[src/common/fsu_pkg.sv]
// constants and types shared by the flash self-update write buffer block
// assumes a 16-bit wide flash array of 16K words behind a valid/ready port
package fsu_pkg;

  // ----------------------------------------------------------------
  // geometry
  // ----------------------------------------------------------------
  localparam int WORD_W = 16;
  localparam int ADDR_W = 14;
  localparam int OFFS_W = 5;
  localparam int PAGE_W = ADDR_W - OFFS_W;
  localparam int PAGE_WORDS = 32;
  localparam logic [OFFS_W-1:0] LAST_OFFS = 5'h1f;

  // ----------------------------------------------------------------
  // register byte offsets
  // ----------------------------------------------------------------
  localparam logic [7:0] OFF_CTRL0 = 8'h00;
  localparam logic [7:0] OFF_CTRL2 = 8'h08;
  localparam logic [7:0] OFF_ADDR_LO = 8'h0c;
  localparam logic [7:0] OFF_ADDR_HI = 8'h10;
  localparam logic [7:0] OFF_DATA0_LO = 8'h14;
  localparam logic [7:0] OFF_DATA0_HI = 8'h18;

  // ----------------------------------------------------------------
  // field positions
  // ----------------------------------------------------------------
  localparam int EWEN_BIT = 7;
  localparam int OP_HI = 6;
  localparam int OP_LO = 4;
  localparam int WPEN_BIT = 3;
  localparam int WSTART_BIT = 2;
  localparam int RDEN_BIT = 1;
  localparam int RSTART_BIT = 0;
  localparam int CLRBUF_BIT = 0;

  // ----------------------------------------------------------------
  // operation select codes and reset values
  // ----------------------------------------------------------------
  localparam logic [2:0] OP_WRITE = 3'h0;
  localparam logic [2:0] OP_ERASE = 3'h1;
  localparam logic [2:0] OP_READ = 3'h3;
  localparam logic [7:0] REG_RST = 8'h00;
  localparam logic [ADDR_W-1:0] ADDR_RST = 14'h0000;
  localparam logic [WORD_W-1:0] BUF_CLEAR_VALUE = 16'h0000;

  // ----------------------------------------------------------------
  // flash array port commands, bus responses
  // ----------------------------------------------------------------
  localparam logic [1:0] MEM_READ = 2'h0;
  localparam logic [1:0] MEM_PROG = 2'h1;
  localparam logic [1:0] MEM_ERASE = 2'h2;
  localparam logic [1:0] RESP_OKAY = 2'h0;
  localparam logic [1:0] RESP_SLVERR = 2'h2;

  typedef enum logic [1:0] {
    FSU_IDLE,
    FSU_ERASE,
    FSU_WRITE,
    FSU_READ
  } fsu_seq_t;

endpackage : fsu_pkg

[src/common/fsu_if.sv]
// carriers between the top of the self-update block and its two helpers
// assumes single clock; all signals sampled at aclk rising edge
`timescale 1ns/1ps

interface fsu_regbus_if #(parameter int AW = 8);
  logic wr_en;
  logic [AW-1:0] wr_addr;
  logic [7:0] wr_data;
  logic wr_hit;
  logic [AW-1:0] rd_addr;
  logic [7:0] rd_data;
  logic rd_hit;
  modport bridge(output wr_en, output wr_addr, output wr_data, output rd_addr,
                 input wr_hit, input rd_data, input rd_hit);
  modport regs(input wr_en, input wr_addr, input wr_data, input rd_addr,
               output wr_hit, output rd_data, output rd_hit);
endinterface : fsu_regbus_if

interface fsu_wbuf_if;
  logic load;
  logic [fsu_pkg::OFFS_W-1:0] load_idx;
  logic [fsu_pkg::WORD_W-1:0] load_data;
  logic clear;
  logic [fsu_pkg::OFFS_W-1:0] rd_idx;
  logic [fsu_pkg::WORD_W-1:0] rd_data;
  modport user(output load, output load_idx, output load_data, output clear,
               output rd_idx, input rd_data);
  modport store(input load, input load_idx, input load_data, input clear,
                input rd_idx, output rd_data);
endinterface : fsu_wbuf_if

[src/verilog/fsu_wbuf.sv]
// page write buffer: one word per flash page offset
// assumes clear and load are never meant together; clear wins
`timescale 1ns/1ps

module fsu_wbuf #(
  parameter int WORDS = 32,
  parameter int W = 16
) (
  input wire logic aclk,
  input wire logic aresetn,
  fsu_wbuf_if.store b
);

  typedef struct packed {
    logic [WORDS-1:0] valid;
    logic [WORDS-1:0][W-1:0] data;
  } fsu_wbuf_state_t;

  fsu_wbuf_state_t s_reg;
  fsu_wbuf_state_t s_next;

  // ----------------------------------------------------------------
  // clearing drops the valid mask, so a whole page clears in one cycle
  // ----------------------------------------------------------------
  always_comb begin
    s_next = s_reg;
    if (b.clear) begin
      s_next.valid = '0;
    end else if (b.load) begin
      s_next.valid[b.load_idx] = 1'b1;
      s_next.data[b.load_idx] = b.load_data;
    end
  end

  always_ff @(posedge aclk) begin
    if (!aresetn) begin
      s_reg <= '0;
    end else begin
      s_reg <= s_next;
    end
  end

  assign b.rd_data = s_reg.valid[b.rd_idx] ? s_reg.data[b.rd_idx] : fsu_pkg::BUF_CLEAR_VALUE;

endmodule : fsu_wbuf

[src/verilog/fsu_axil_slave.sv]
// axi4-lite slave front end turning bus transfers into byte register strobes
// assumes one outstanding write and one outstanding read at most
`timescale 1ns/1ps

module fsu_axil_slave #(
  parameter int AW = 8
) (
  input wire logic aclk,
  input wire logic aresetn,
  input wire logic [AW-1:0] s_axi_awaddr,
  input wire logic s_axi_awvalid,
  output logic s_axi_awready,
  input wire logic [31:0] s_axi_wdata,
  input wire logic [3:0] s_axi_wstrb,
  input wire logic s_axi_wvalid,
  output logic s_axi_wready,
  output logic [1:0] s_axi_bresp,
  output logic s_axi_bvalid,
  input wire logic s_axi_bready,
  input wire logic [AW-1:0] s_axi_araddr,
  input wire logic s_axi_arvalid,
  output logic s_axi_arready,
  output logic [31:0] s_axi_rdata,
  output logic [1:0] s_axi_rresp,
  output logic s_axi_rvalid,
  input wire logic s_axi_rready,
  fsu_regbus_if.bridge bus
);

  typedef struct packed {
    logic aw_full;
    logic [AW-1:0] aw_addr;
    logic w_full;
    logic [7:0] w_data;
    logic w_lane0;
    logic bvalid;
    logic [1:0] bresp;
    logic rvalid;
    logic [31:0] rdata;
    logic [1:0] rresp;
  } fsu_axil_state_t;

  fsu_axil_state_t s_reg;
  fsu_axil_state_t s_next;

  assign s_axi_awready = !s_reg.aw_full && !s_reg.bvalid;
  assign s_axi_wready = !s_reg.w_full && !s_reg.bvalid;
  assign s_axi_arready = !s_reg.rvalid;
  assign s_axi_bvalid = s_reg.bvalid;
  assign s_axi_bresp = s_reg.bresp;
  assign s_axi_rvalid = s_reg.rvalid;
  assign s_axi_rdata = s_reg.rdata;
  assign s_axi_rresp = s_reg.rresp;

  // registers are one byte wide; only lane 0 of wstrb matters
  assign bus.wr_en = s_reg.aw_full && s_reg.w_full && s_reg.w_lane0;
  assign bus.wr_addr = s_reg.aw_addr;
  assign bus.wr_data = s_reg.w_data;
  assign bus.rd_addr = s_axi_araddr;

  always_comb begin
    s_next = s_reg;
    if (s_axi_awvalid && s_axi_awready) begin
      s_next.aw_full = 1'b1;
      s_next.aw_addr = s_axi_awaddr;
    end
    if (s_axi_wvalid && s_axi_wready) begin
      s_next.w_full = 1'b1;
      s_next.w_data = s_axi_wdata[7:0];
      s_next.w_lane0 = s_axi_wstrb[0];
    end
    if (s_reg.aw_full && s_reg.w_full) begin
      s_next.aw_full = 1'b0;
      s_next.w_full = 1'b0;
      s_next.bvalid = 1'b1;
      s_next.bresp = bus.wr_hit ? fsu_pkg::RESP_OKAY : fsu_pkg::RESP_SLVERR;
    end else if (s_reg.bvalid && s_axi_bready) begin
      s_next.bvalid = 1'b0;
    end
    if (s_axi_arvalid && s_axi_arready) begin
      s_next.rvalid = 1'b1;
      s_next.rdata = {24'h00_0000, bus.rd_data};
      s_next.rresp = bus.rd_hit ? fsu_pkg::RESP_OKAY : fsu_pkg::RESP_SLVERR;
    end else if (s_reg.rvalid && s_axi_rready) begin
      s_next.rvalid = 1'b0;
    end
  end

  always_ff @(posedge aclk) begin
    if (!aresetn) begin
      s_reg <= '0;
    end else begin
      s_reg <= s_next;
    end
  end

endmodule : fsu_axil_slave

[src/verilog/fsu_top.sv]
// flash self-update logic: control registers, page write buffer and
// erase / write / read sequencing toward the flash array port
// assumes the array answers each mem_valid with mem_ready, any latency
//
// Summary of operation
// erase and write whole pages, read single words
// page and buffer each hold 32 words
// firmware should erase before writing a page
// enabled flag rises after unlock succeeds
// buffer accepts data only while enabled
// write start flag stays high until done
// read enable plus read start; cleared when done
// address bits 13..5 pick page, 4..0 word
// clear request empties buffer, then self-clears
// firmware should clear buffer before each use
// high byte write loads whole word
// address increments after each buffer load
// address stops at last word of page
// firmware reloads page address after page end
// buffer cleared automatically after each write
// firmware clears and reloads buffer on retry
// low byte write only stores the byte
// writing one to enabled flag does nothing
// op codes: 000 write, 001 erase, 011 read
// starts ignored while disabled; unlock input sets flag (only the write start is gated; a read start still runs while disabled)
//
// Added by the designer: the placing of the registers and the AXI4-Lite interface to the registers.
`timescale 1ns/1ps

module fsu_top #(
  parameter int AW = 8
) (
  input wire logic aclk,
  input wire logic aresetn,
  input wire logic [AW-1:0] s_axi_awaddr,
  input wire logic s_axi_awvalid,
  output logic s_axi_awready,
  input wire logic [31:0] s_axi_wdata,
  input wire logic [3:0] s_axi_wstrb,
  input wire logic s_axi_wvalid,
  output logic s_axi_wready,
  output logic [1:0] s_axi_bresp,
  output logic s_axi_bvalid,
  input wire logic s_axi_bready,
  input wire logic [AW-1:0] s_axi_araddr,
  input wire logic s_axi_arvalid,
  output logic s_axi_arready,
  output logic [31:0] s_axi_rdata,
  output logic [1:0] s_axi_rresp,
  output logic s_axi_rvalid,
  input wire logic s_axi_rready,
  input wire logic unlock_ok,
  output logic mem_valid,
  output logic [1:0] mem_op,
  output logic [fsu_pkg::ADDR_W-1:0] mem_addr,
  output logic [fsu_pkg::WORD_W-1:0] mem_wdata,
  input wire logic mem_ready,
  input wire logic [fsu_pkg::WORD_W-1:0] mem_rdata
);

  // ----------------------------------------------------------------
  // state
  // ----------------------------------------------------------------
  typedef struct packed {
    fsu_pkg::fsu_seq_t seq;
    logic erase_write_enabled_flag;
    logic [2:0] flash_op_select;
    logic write_protect_bit;
    logic write_start_flag;
    logic read_enable_flag;
    logic read_start_flag;
    logic clear_buffer_request;
    logic [fsu_pkg::ADDR_W-1:0] flash_addr;
    logic [7:0] first_word_low_byte;
    logic [7:0] first_word_high_byte;
    logic [fsu_pkg::OFFS_W-1:0] idx;
    logic mem_valid;
    logic [1:0] mem_op;
    logic [fsu_pkg::ADDR_W-1:0] mem_addr;
    logic [fsu_pkg::WORD_W-1:0] mem_wdata;
  } fsu_top_state_t;

  fsu_top_state_t s_reg;
  fsu_top_state_t s_next;

  fsu_regbus_if #(.AW(AW)) bus();
  fsu_wbuf_if wb();

  // ----------------------------------------------------------------
  // helpers
  // ----------------------------------------------------------------
  function automatic logic is_mapped(input logic [AW-1:0] a);
    is_mapped = (a == AW'(fsu_pkg::OFF_CTRL0)) || (a == AW'(fsu_pkg::OFF_CTRL2)) ||
                (a == AW'(fsu_pkg::OFF_ADDR_LO)) || (a == AW'(fsu_pkg::OFF_ADDR_HI)) ||
                (a == AW'(fsu_pkg::OFF_DATA0_LO)) || (a == AW'(fsu_pkg::OFF_DATA0_HI));
  endfunction : is_mapped

  function automatic logic [fsu_pkg::ADDR_W-1:0] page_base(
      input logic [fsu_pkg::ADDR_W-1:0] a);
    page_base = {a[fsu_pkg::ADDR_W-1:fsu_pkg::OFFS_W], fsu_pkg::OFFS_W'(0)};
  endfunction : page_base

  // ----------------------------------------------------------------
  // submodules
  // ----------------------------------------------------------------
  fsu_axil_slave #(.AW(AW)) u_axil (
    .aclk(aclk),
    .aresetn(aresetn),
    .s_axi_awaddr(s_axi_awaddr),
    .s_axi_awvalid(s_axi_awvalid),
    .s_axi_awready(s_axi_awready),
    .s_axi_wdata(s_axi_wdata),
    .s_axi_wstrb(s_axi_wstrb),
    .s_axi_wvalid(s_axi_wvalid),
    .s_axi_wready(s_axi_wready),
    .s_axi_bresp(s_axi_bresp),
    .s_axi_bvalid(s_axi_bvalid),
    .s_axi_bready(s_axi_bready),
    .s_axi_araddr(s_axi_araddr),
    .s_axi_arvalid(s_axi_arvalid),
    .s_axi_arready(s_axi_arready),
    .s_axi_rdata(s_axi_rdata),
    .s_axi_rresp(s_axi_rresp),
    .s_axi_rvalid(s_axi_rvalid),
    .s_axi_rready(s_axi_rready),
    .bus(bus.bridge)
  );

  fsu_wbuf #(.WORDS(fsu_pkg::PAGE_WORDS), .W(fsu_pkg::WORD_W)) u_wbuf (
    .aclk(aclk),
    .aresetn(aresetn),
    .b(wb.store)
  );

  // ----------------------------------------------------------------
  // register read side
  // ----------------------------------------------------------------
  assign bus.wr_hit = is_mapped(bus.wr_addr);
  assign bus.rd_hit = is_mapped(bus.rd_addr);

  always_comb begin
    if (bus.rd_addr == AW'(fsu_pkg::OFF_CTRL0)) begin
      bus.rd_data = {s_reg.erase_write_enabled_flag, s_reg.flash_op_select,
                     s_reg.write_protect_bit, s_reg.write_start_flag,
                     s_reg.read_enable_flag, s_reg.read_start_flag};
    end else if (bus.rd_addr == AW'(fsu_pkg::OFF_CTRL2)) begin
      bus.rd_data = {7'h00, s_reg.clear_buffer_request};
    end else if (bus.rd_addr == AW'(fsu_pkg::OFF_ADDR_LO)) begin
      bus.rd_data = s_reg.flash_addr[7:0];
    end else if (bus.rd_addr == AW'(fsu_pkg::OFF_ADDR_HI)) begin
      bus.rd_data = {2'h0, s_reg.flash_addr[fsu_pkg::ADDR_W-1:8]};
    end else if (bus.rd_addr == AW'(fsu_pkg::OFF_DATA0_LO)) begin
      bus.rd_data = s_reg.first_word_low_byte;
    end else if (bus.rd_addr == AW'(fsu_pkg::OFF_DATA0_HI)) begin
      bus.rd_data = s_reg.first_word_high_byte;
    end else begin
      bus.rd_data = 8'h00;
    end
  end

  // ----------------------------------------------------------------
  // sequencer and register write side
  // ----------------------------------------------------------------
  logic idle;
  logic mem_done;
  logic wr_ctrl0;
  logic wr_ctrl2;

  assign idle = (s_reg.seq == fsu_pkg::FSU_IDLE);
  assign mem_done = s_reg.mem_valid && mem_ready;
  assign wr_ctrl0 = bus.wr_en && (bus.wr_addr == AW'(fsu_pkg::OFF_CTRL0));
  assign wr_ctrl2 = bus.wr_en && (bus.wr_addr == AW'(fsu_pkg::OFF_CTRL2));

  always_comb begin
    s_next = s_reg;
    wb.load = 1'b0;
    wb.load_idx = s_reg.flash_addr[fsu_pkg::OFFS_W-1:0];
    wb.load_data = {bus.wr_data, s_reg.first_word_low_byte};
    wb.clear = 1'b0;
    wb.rd_idx = s_reg.idx;

    // hardware side first, so a software set in the same cycle wins
    case (s_reg.seq)
      fsu_pkg::FSU_IDLE: begin
        if (s_reg.clear_buffer_request) begin
          wb.clear = 1'b1;
          s_next.clear_buffer_request = 1'b0;
        end else if (s_reg.write_start_flag) begin
          // a start that lost its enable, or a reserved code, just drops
          if (!s_reg.erase_write_enabled_flag) begin
            s_next.write_start_flag = 1'b0;
          end else if (s_reg.flash_op_select == fsu_pkg::OP_WRITE) begin
            s_next.seq = fsu_pkg::FSU_WRITE;
            s_next.idx = '0;
          end else if (s_reg.flash_op_select == fsu_pkg::OP_ERASE) begin
            s_next.seq = fsu_pkg::FSU_ERASE;
            s_next.mem_valid = 1'b1;
            s_next.mem_op = fsu_pkg::MEM_ERASE;
            s_next.mem_addr = page_base(s_reg.flash_addr);
          end else begin
            s_next.write_start_flag = 1'b0;
          end
        end else if (s_reg.read_start_flag) begin
          if (s_reg.read_enable_flag &&
              s_reg.flash_op_select == fsu_pkg::OP_READ) begin
            s_next.seq = fsu_pkg::FSU_READ;
            s_next.mem_valid = 1'b1;
            s_next.mem_op = fsu_pkg::MEM_READ;
            s_next.mem_addr = s_reg.flash_addr;
          end else begin
            s_next.read_start_flag = 1'b0;
          end
        end
      end
      fsu_pkg::FSU_ERASE: begin
        if (mem_done) begin
          s_next.mem_valid = 1'b0;
          s_next.write_start_flag = 1'b0;
          s_next.seq = fsu_pkg::FSU_IDLE;
        end
      end
      fsu_pkg::FSU_WRITE: begin
        // one buffer word per array request, whole page in order
        if (!s_reg.mem_valid) begin
          s_next.mem_valid = 1'b1;
          s_next.mem_op = fsu_pkg::MEM_PROG;
          s_next.mem_addr = page_base(s_reg.flash_addr) | fsu_pkg::ADDR_W'(s_reg.idx);
          s_next.mem_wdata = wb.rd_data;
        end else if (mem_done) begin
          s_next.mem_valid = 1'b0;
          if (s_reg.idx == fsu_pkg::LAST_OFFS) begin
            wb.clear = 1'b1;
            s_next.write_start_flag = 1'b0;
            s_next.seq = fsu_pkg::FSU_IDLE;
          end else begin
            s_next.idx = s_reg.idx + 5'h01;
          end
        end
      end
      fsu_pkg::FSU_READ: begin
        if (mem_done) begin
          s_next.mem_valid = 1'b0;
          s_next.first_word_low_byte = mem_rdata[7:0];
          s_next.first_word_high_byte = mem_rdata[fsu_pkg::WORD_W-1:8];
          s_next.read_start_flag = 1'b0;
          s_next.seq = fsu_pkg::FSU_IDLE;
        end
      end
      default: begin
        s_next.seq = fsu_pkg::FSU_IDLE;
      end
    endcase

    // software writes
    if (wr_ctrl0) begin
      if (!bus.wr_data[fsu_pkg::EWEN_BIT]) begin
        s_next.erase_write_enabled_flag = 1'b0;
      end
      s_next.read_enable_flag = bus.wr_data[fsu_pkg::RDEN_BIT];
      // mode and starts freeze while a sequence runs
      if (idle) begin
        s_next.flash_op_select = bus.wr_data[fsu_pkg::OP_HI:fsu_pkg::OP_LO];
        s_next.write_protect_bit = bus.wr_data[fsu_pkg::WPEN_BIT];
        s_next.write_start_flag = bus.wr_data[fsu_pkg::WSTART_BIT] &&
                                  s_reg.erase_write_enabled_flag;
        s_next.read_start_flag = bus.wr_data[fsu_pkg::RSTART_BIT];
      end
    end
    if (wr_ctrl2 && bus.wr_data[fsu_pkg::CLRBUF_BIT]) begin
      s_next.clear_buffer_request = 1'b1;
    end
    if (bus.wr_en && idle) begin
      if (bus.wr_addr == AW'(fsu_pkg::OFF_ADDR_LO)) begin
        s_next.flash_addr[7:0] = bus.wr_data;
      end else if (bus.wr_addr == AW'(fsu_pkg::OFF_ADDR_HI)) begin
        s_next.flash_addr[fsu_pkg::ADDR_W-1:8] = bus.wr_data[fsu_pkg::ADDR_W-9:0];
      end else if (bus.wr_addr == AW'(fsu_pkg::OFF_DATA0_LO)) begin
        s_next.first_word_low_byte = bus.wr_data;
      end else if (bus.wr_addr == AW'(fsu_pkg::OFF_DATA0_HI)) begin
        s_next.first_word_high_byte = bus.wr_data;
        if (s_reg.erase_write_enabled_flag) begin
          wb.load = 1'b1;
          // the pointer parks on the last word instead of wrapping
          if (s_reg.flash_addr[fsu_pkg::OFFS_W-1:0] != fsu_pkg::LAST_OFFS) begin
            s_next.flash_addr = s_reg.flash_addr + 14'h0001;
          end
        end
      end
    end

    // unlock success sets the flag even against a software clear
    if (unlock_ok) begin
      s_next.erase_write_enabled_flag = 1'b1;
    end
  end

  always_ff @(posedge aclk) begin
    if (!aresetn) begin
      s_reg <= '0;
      s_reg.seq <= fsu_pkg::FSU_IDLE;
      s_reg.flash_addr <= fsu_pkg::ADDR_RST;
      s_reg.first_word_low_byte <= fsu_pkg::REG_RST;
      s_reg.first_word_high_byte <= fsu_pkg::REG_RST;
    end else begin
      s_reg <= s_next;
    end
  end

  // ----------------------------------------------------------------
  // flash array port
  // ----------------------------------------------------------------
  assign mem_valid = s_reg.mem_valid;
  assign mem_op = s_reg.mem_op;
  assign mem_addr = s_reg.mem_addr;
  assign mem_wdata = s_reg.mem_wdata;

endmodule : fsu_top

[config.mk]
export PLATFORM = sky130hd
export DESIGN_NAME = fsu_top
export DESIGN_NICKNAME = d
export VERILOG_FILES = /design/src/common/fsu_pkg.sv /design/src/common/fsu_if.sv /design/src/verilog/fsu_wbuf.sv /design/src/verilog/fsu_axil_slave.sv /design/src/verilog/fsu_top.sv
export SDC_FILE = /design/constraint.sdc
export NUM_CORES = 1
export LEC_CHECK = 0
export BUFFER_PORTS_ARGS = -buffer_cell sky130_fd_sc_hd__buf_2
export CAP_MARGIN = 20
export CORE_ASPECT_RATIO = 1.2
export CORE_UTILIZATION = 24
export DETAILED_ROUTE_END_ITERATION = 8
export PLACE_DENSITY = 0.42
export SETUP_SLACK_MARGIN = 0.1
export SLEW_MARGIN = 15
export SYNTH_ARGS = -nofsm -noshare
export SYNTH_HDL_FRONTEND = slang
export SYNTH_SLANG_ARGS = --single-unit
export TNS_END_PERCENT = 30
[constraint.sdc]
create_clock -name aclk -period 8.5 [get_ports aclk]
set_input_delay 1.7 -clock aclk [delete_from_list [all_inputs] [get_ports aclk]]
set_output_delay 1.7 -clock aclk [all_outputs]
set_load 0.01 [all_outputs]
Yosys cells after proc, flatten, opt, wreduce, memory -nomap -nowiden
Index checks and enable logic that the tools add are counted.

Bits in latches: 0. Flip-flop bits (word level): 656. Bits in writable memories: 0. Memories: 0. Bits in read-only memories: 0. Logic and storage cells: 267. Input port bits: 77.

Muxes and demuxes: 100. Multipliers: 0. Equality and inequality tests: 37. Divide/modulo/power cells: 0. Reductions and logical operators: 59. Bitwise logic cells: 6. Shift-type cells: 0. $add $sub $neg: 2. Magnitude comparators: 3.

Operators with widths (count): bitwise mux 512 bit (1); two-way mux 16 bit (7); two-way mux 8 bit (11); two-way mux 17 bit (5); binary-select mux 16 bit (select 5 bit) (1); demux 16 bit (select 5 bit) (1); two-way mux 14 bit (4); equality test 8 x 5 -> 1 bit, second input constant (6); two-way mux 22 bit (2); two-way mux 1 bit (37); equality test 8 x 4 -> 1 bit, second input constant (4); two-way mux 32 bit (1); bitwise OR 32 bit (1); case mux 16 bit (2 select lines) (1); two-way mux 2 bit (13); two-way mux 5 bit (5); two-way mux 24 bit (1); != test 2 bit, second input constant (12); nonzero test 2 bit (11); logical AND 1 bit (17); logical NOT 8 bit (2); AND reduction 8 bit (2); adder 14 x 1 -> 14 bit, second input constant (1); bitwise OR 14 x 5 -> 14 bit (1); 30 further kinds (60).

Depth between registers and ports, before layout
Depth after elaboration: 10. Depth in mapped cells: 14.

Modules after synthesis
From an unflattened synthesis, not the netlist that was laid out.

Cell total of the unflattened synthesis: 3657. Area, all modules: 31355.1 µm².

Modules (own cells, without submodules): fsu_wbuf (area an instance 24951.4 µm², seq. area each 10890.4 µm², times used 1, cells an instance 2870); fsu_top (area an instance 4759.6 µm², seq. area each 1581.5 µm², times used 1, cells an instance 585); fsu_axil_slave (area an instance 1644.1 µm², seq. area each 620.6 µm², times used 1, cells an instance 202).

Worst setup path before layout
No wires, ideal clock.

Path kind: input to register. Start point: input port mem_ready. End point: register u_wbuf.s_reg[325] (netlist name). Buffers on the path: 4. Path slack: 4888 ps. Arrival: 3480 ps. Stages on the path: 10. Path through: clkbuf_1 -> and3_1 -> a22oi_1 -> nand4_2 -> buf_6 -> nand2b_1 -> clkbuf_1 -> buf_2 -> nand2_1 -> a21oi_1.

Cells in the longest elaborated chain, start to end: 6.

RTL lines: from (decl) (line fsu_top.sv:57) `input wire logic mem_ready,`; logical AND 1 bit (line fsu_top.sv:170) `assign mem_done = s_reg.mem_valid && mem_ready;`; two-way mux 1 bit (line fsu_top.sv:229) `end else if (mem_done) begin`; two-way mux 1 bit (line fsu_top.sv:224) `if (!s_reg.mem_valid) begin`; case mux 1 bit (2 select lines) (line fsu_top.sv:183) `case (s_reg.seq)`; NOT 1 bit (no line); AND reduction 2 bit (no line); to (signal assigned) (line fsu_wbuf.sv:39) `s_reg <= s_next;`; to (decl) (line fsu_wbuf.sv:19) `fsu_wbuf_state_t s_reg;`.

Every way passes these cells. A chain may end at the register's enable or synchronous reset.

Worst setup path in the final report
Start point: input port mem_ready. End point: register u_wbuf.s_reg[297] (netlist name).

The elaborated chain is that of the path after synthesis.

==> flow_metrics.tcl <==
set metrics [dict create \
    cts_htree_levels 3 \
    critPathCapture "u_wbuf.s_reg[297]$_SDFFE_PN0P_" \
    path_cells "buf_2, and3_1, a22oi_1, nand4_2, nand2b_1, nand2_1, a21oi_1" \
    vias 24037 \
    die_area_um2 124100 \
    layout-drive-gt1-share_pct 13.33 \
    drtIter0Drc 1754 \
    report.final.slew_viol_count 0 \
    crit_type "in -> reg" \
    syn_area_um2 29440 \
    synthCells 3561 \
    worst_pin_slew_ns 1.194 \
    syn2layout_area_growth_pct 11.83 \
    grt_pass1_vias 22955 \
    grt_start_max_net_pins 197 \
    cp-start-kind "input port" \
    total_power_w 0.006671 \
    power.leakage_nw 10.54 \
    yosys.area.top_type_share_pct 44.48 \
    clk_pin_slew_ns 0.06 \
    ys_async_sr_fraction_pct 0 \
    post_cts_buffers 0 \
    clk_path_buf_depth 3 \
    hpwl_um 63110 \
    grt_setup_unrepaired "no" \
    p_switching_w 0.001615 \
    status "finished, final reports clean" \
    clockPowerShare_pct 48.8 \
    cts_tree "done" \
    place_congestion 0.8020 \
    finalCritPeriodShare_pct 52.32 \
    p_seq_share_pct 46.7 \
    crit_slowest_cell "nand2b_1" \
    crit_buf_inv 1 \
    ys_dominant_reg_cell "dfxtp_1" \
    synth.most_common_cell "nand2_1" \
    clockRootBuffer "clkbuf_16" \
    r2r-end "mem_wdata[6]$_SDFFE_PN0P_" \
    finalCriticalPeriod_ns 4.447 \
    final_area_um2 32920 \
    dpl_cell_area_um2 30490 \
    fillerInstances 13099 \
    yosysSeqAreaShare_pct 44.48 \
    stdcell_count 5085 \
    switching_share_pct 24.21 \
    num_rows 140 \
    fin_setup_tns_ns 0 \
    nNetsFinal 3482 \
    crit_fanout 16 \
    endpoint_kind "flop" \
    wl_per_cell_um 20.75 \
    synth_warnings 0 \
    arrival_ns 4.94 \
    grt_first_pass_wirelength_um 155800 \
    combPwrFrac_pct 4.5 \
    insertion_delay_ns 0.66 \
    avgSynthCellArea_um2 8.266 \
    synth-edff-count 0 \
    critical_path_required_ns 8.99 \
    ctsHoldBuffers 0 \
    synth_area_leaders "dfxtp_1, nand2_1, a21oi_1" \
    grt_overflow 0 \
    die_w_um 321.7 \
    p_int_w 0.005056 \
    vias_per_cell 4.727 \
    drc 0 \
    fmax_mhz 224.9 \
    slew_headroom_pct 20.43 \
    grt_usage_pct 16.71 \
    fin_skew_ns 0.03318 \
    synth_top_cell_by_area "dfxtp_1" \
    ys_ff_latch 654 \
    cts_resized 0 \
    crit_family "simple AND/OR/NAND/NOR gates" \
    dp_cells 4950 \
    synthTopCellsByCount "nand2_1, dfxtp_1, a21oi_1, clkbuf_1, nor2_1" \
    ir_drop_v 0.0001345 \
    clock_sinks 654 \
    first_pass_iters 7 \
    r2r_cells 7 \
    ios 151 \
    drt-total-wl_um 105500 \
    cap_viol_max_count 0 \
    slowest_delay_ns 0.96 \
    hold_class "reg -> reg" \
    synth.distinct_cells 63 \
    cts_buffers 73 \
    cp-startpoint "mem_ready" \
    setup-violations-final 0 \
    start_util_pct 24.21 \
    powerDensity_nw_per_um2 202.6 \
    r2r-start "wb.rd_idx[0]$_SDFFE_PN0P_" \
    ant_nets 0 \
    r2r_slack_ns 4.06 \
    largest_reg_flops 544 \
    io_buffers 97 \
    core-area_um2 121600 \
    cp_num_cells 7 \
    final_hold_viol_count 0 \
    die_h_um 385.6 \
    antenna_found_initial 3 \
]
-- metrics by stage --
step                      worst slack [ns]  util (%)  hold slack (ns)
after floorplan                      4.888         -           0.4263
after global placement               3.387     25.04           0.4348
after detailed placement             3.377     25.08           0.4402
after CTS                            3.911     27.05           0.4481
after global routing                 3.682     27.08           0.4589
final                                4.053     27.08           0.4467
-- tightest hold or removal path: stages (launching register included) --
cell and delay [ns]:
dfxtp_1 0.30, nand2_1 0.05, a21oi_1 0.05
-- power groups by stage --
stage                     combinational (W)  sequential [W]  clock, W
after floorplan                    0.000222         0.00316         0
after global placement             0.000296         0.00319         0
after detailed placement           0.000300         0.00318         0
after CTS                          0.000301         0.00312   0.00336
after global routing               0.000326         0.00312   0.00347
final                              0.000300         0.00312   0.00326
-- cells by family after synthesis --
group	Yosys count	share of synthesized area, %
xor gates and xnor gates	2	0.05952
adders and majority gates	11	0.4675
muxes	222	12.77
buffers and inverters	417	6.716
and+or+nand+nor	1462	20.91
DFF	654	44.48
AOI/OAI and AO/OA	792	14.58
other	1	0.01274
-- layout make-up --
| class | count | area [um^2] | share of cell area (%) |
|---|---|---|---|
| multi-input combinational | 2515 | 14460 | 43.94 |
| sequential | 654 | 13120 | 39.86 |
| clock buffer | 105 | 2130 | 6.469 |
| tap | 1633 | 2043 | 6.207 |
| timing repair buffer | 130 | 802.0 | 2.436 |
| clock inverter | 26 | 272.8 | 0.8286 |
| inverter | 20 | 82.58 | 0.2508 |
| antenna | 2 | 5.005 | 0.01520 |
-- per-layer routing --
metal	part of all wire, %	track usage [%]
met5	0.026	0
met4	2.2	5.026
met3	4.2	2.133
met2	49	28.69
met1	44	21.72
-- worst min-delay path by stage --
stage	endpoint	slack (ns)	cells after the start	from
2_1_floorplan	mem_wdata[0]$_SDFFE_PN0P_	0.43	2	mem_wdata[0]$_SDFFE_PN0P_
3_3_place_gp	u_wbuf.s_reg[214]$_SDFFE_PN0P_	0.43	2	u_wbuf.s_reg[214]$_SDFFE_PN0P_
3_5_place_dp	u_wbuf.s_reg[217]$_SDFFE_PN0P_	0.44	2	u_wbuf.s_reg[217]$_SDFFE_PN0P_
4_1_cts	u_wbuf.s_reg[508]$_SDFFE_PN0P_	0.45	2	u_wbuf.s_reg[508]$_SDFFE_PN0P_
5_1_grt	u_wbuf.s_reg[489]$_SDFFE_PN0P_	0.46	2	u_wbuf.s_reg[489]$_SDFFE_PN0P_
6_report	u_wbuf.s_reg[448]$_SDFFE_PN0P_	0.45	2	u_wbuf.s_reg[448]$_SDFFE_PN0P_
-- cells in the final DEF (no fill, tap or decap), types with 11 or more instances in the layout --
master	netlist	layout
buf_4	69	26
ha_1	11	11
nand2b_1	36	36
nor2b_1	18	18
clkinv_2	0	16
o32ai_1	14	14
mux4_2	120	120
o21ai_0	40	40
and3_1	11	11
mux2_2	29	29
mux2i_1	73	73
buf_2	62	97
o22ai_1	30	30
clkbuf_1	247	16
inv_1	17	16
nand2_1	1145	1145
nand3_1	19	19
clkbuf_16	0	75
dfxtp_1	654	635
nor3_1	28	28
a21oi_1	624	624
nor2_4	32	32
a22oi_1	11	11
conb_1	1	26
nor2_1	124	123
dfxtp_2	0	17
clkbuf_8	0	14
a211oi_1	29	29
(Power assumes the default switching activity.)
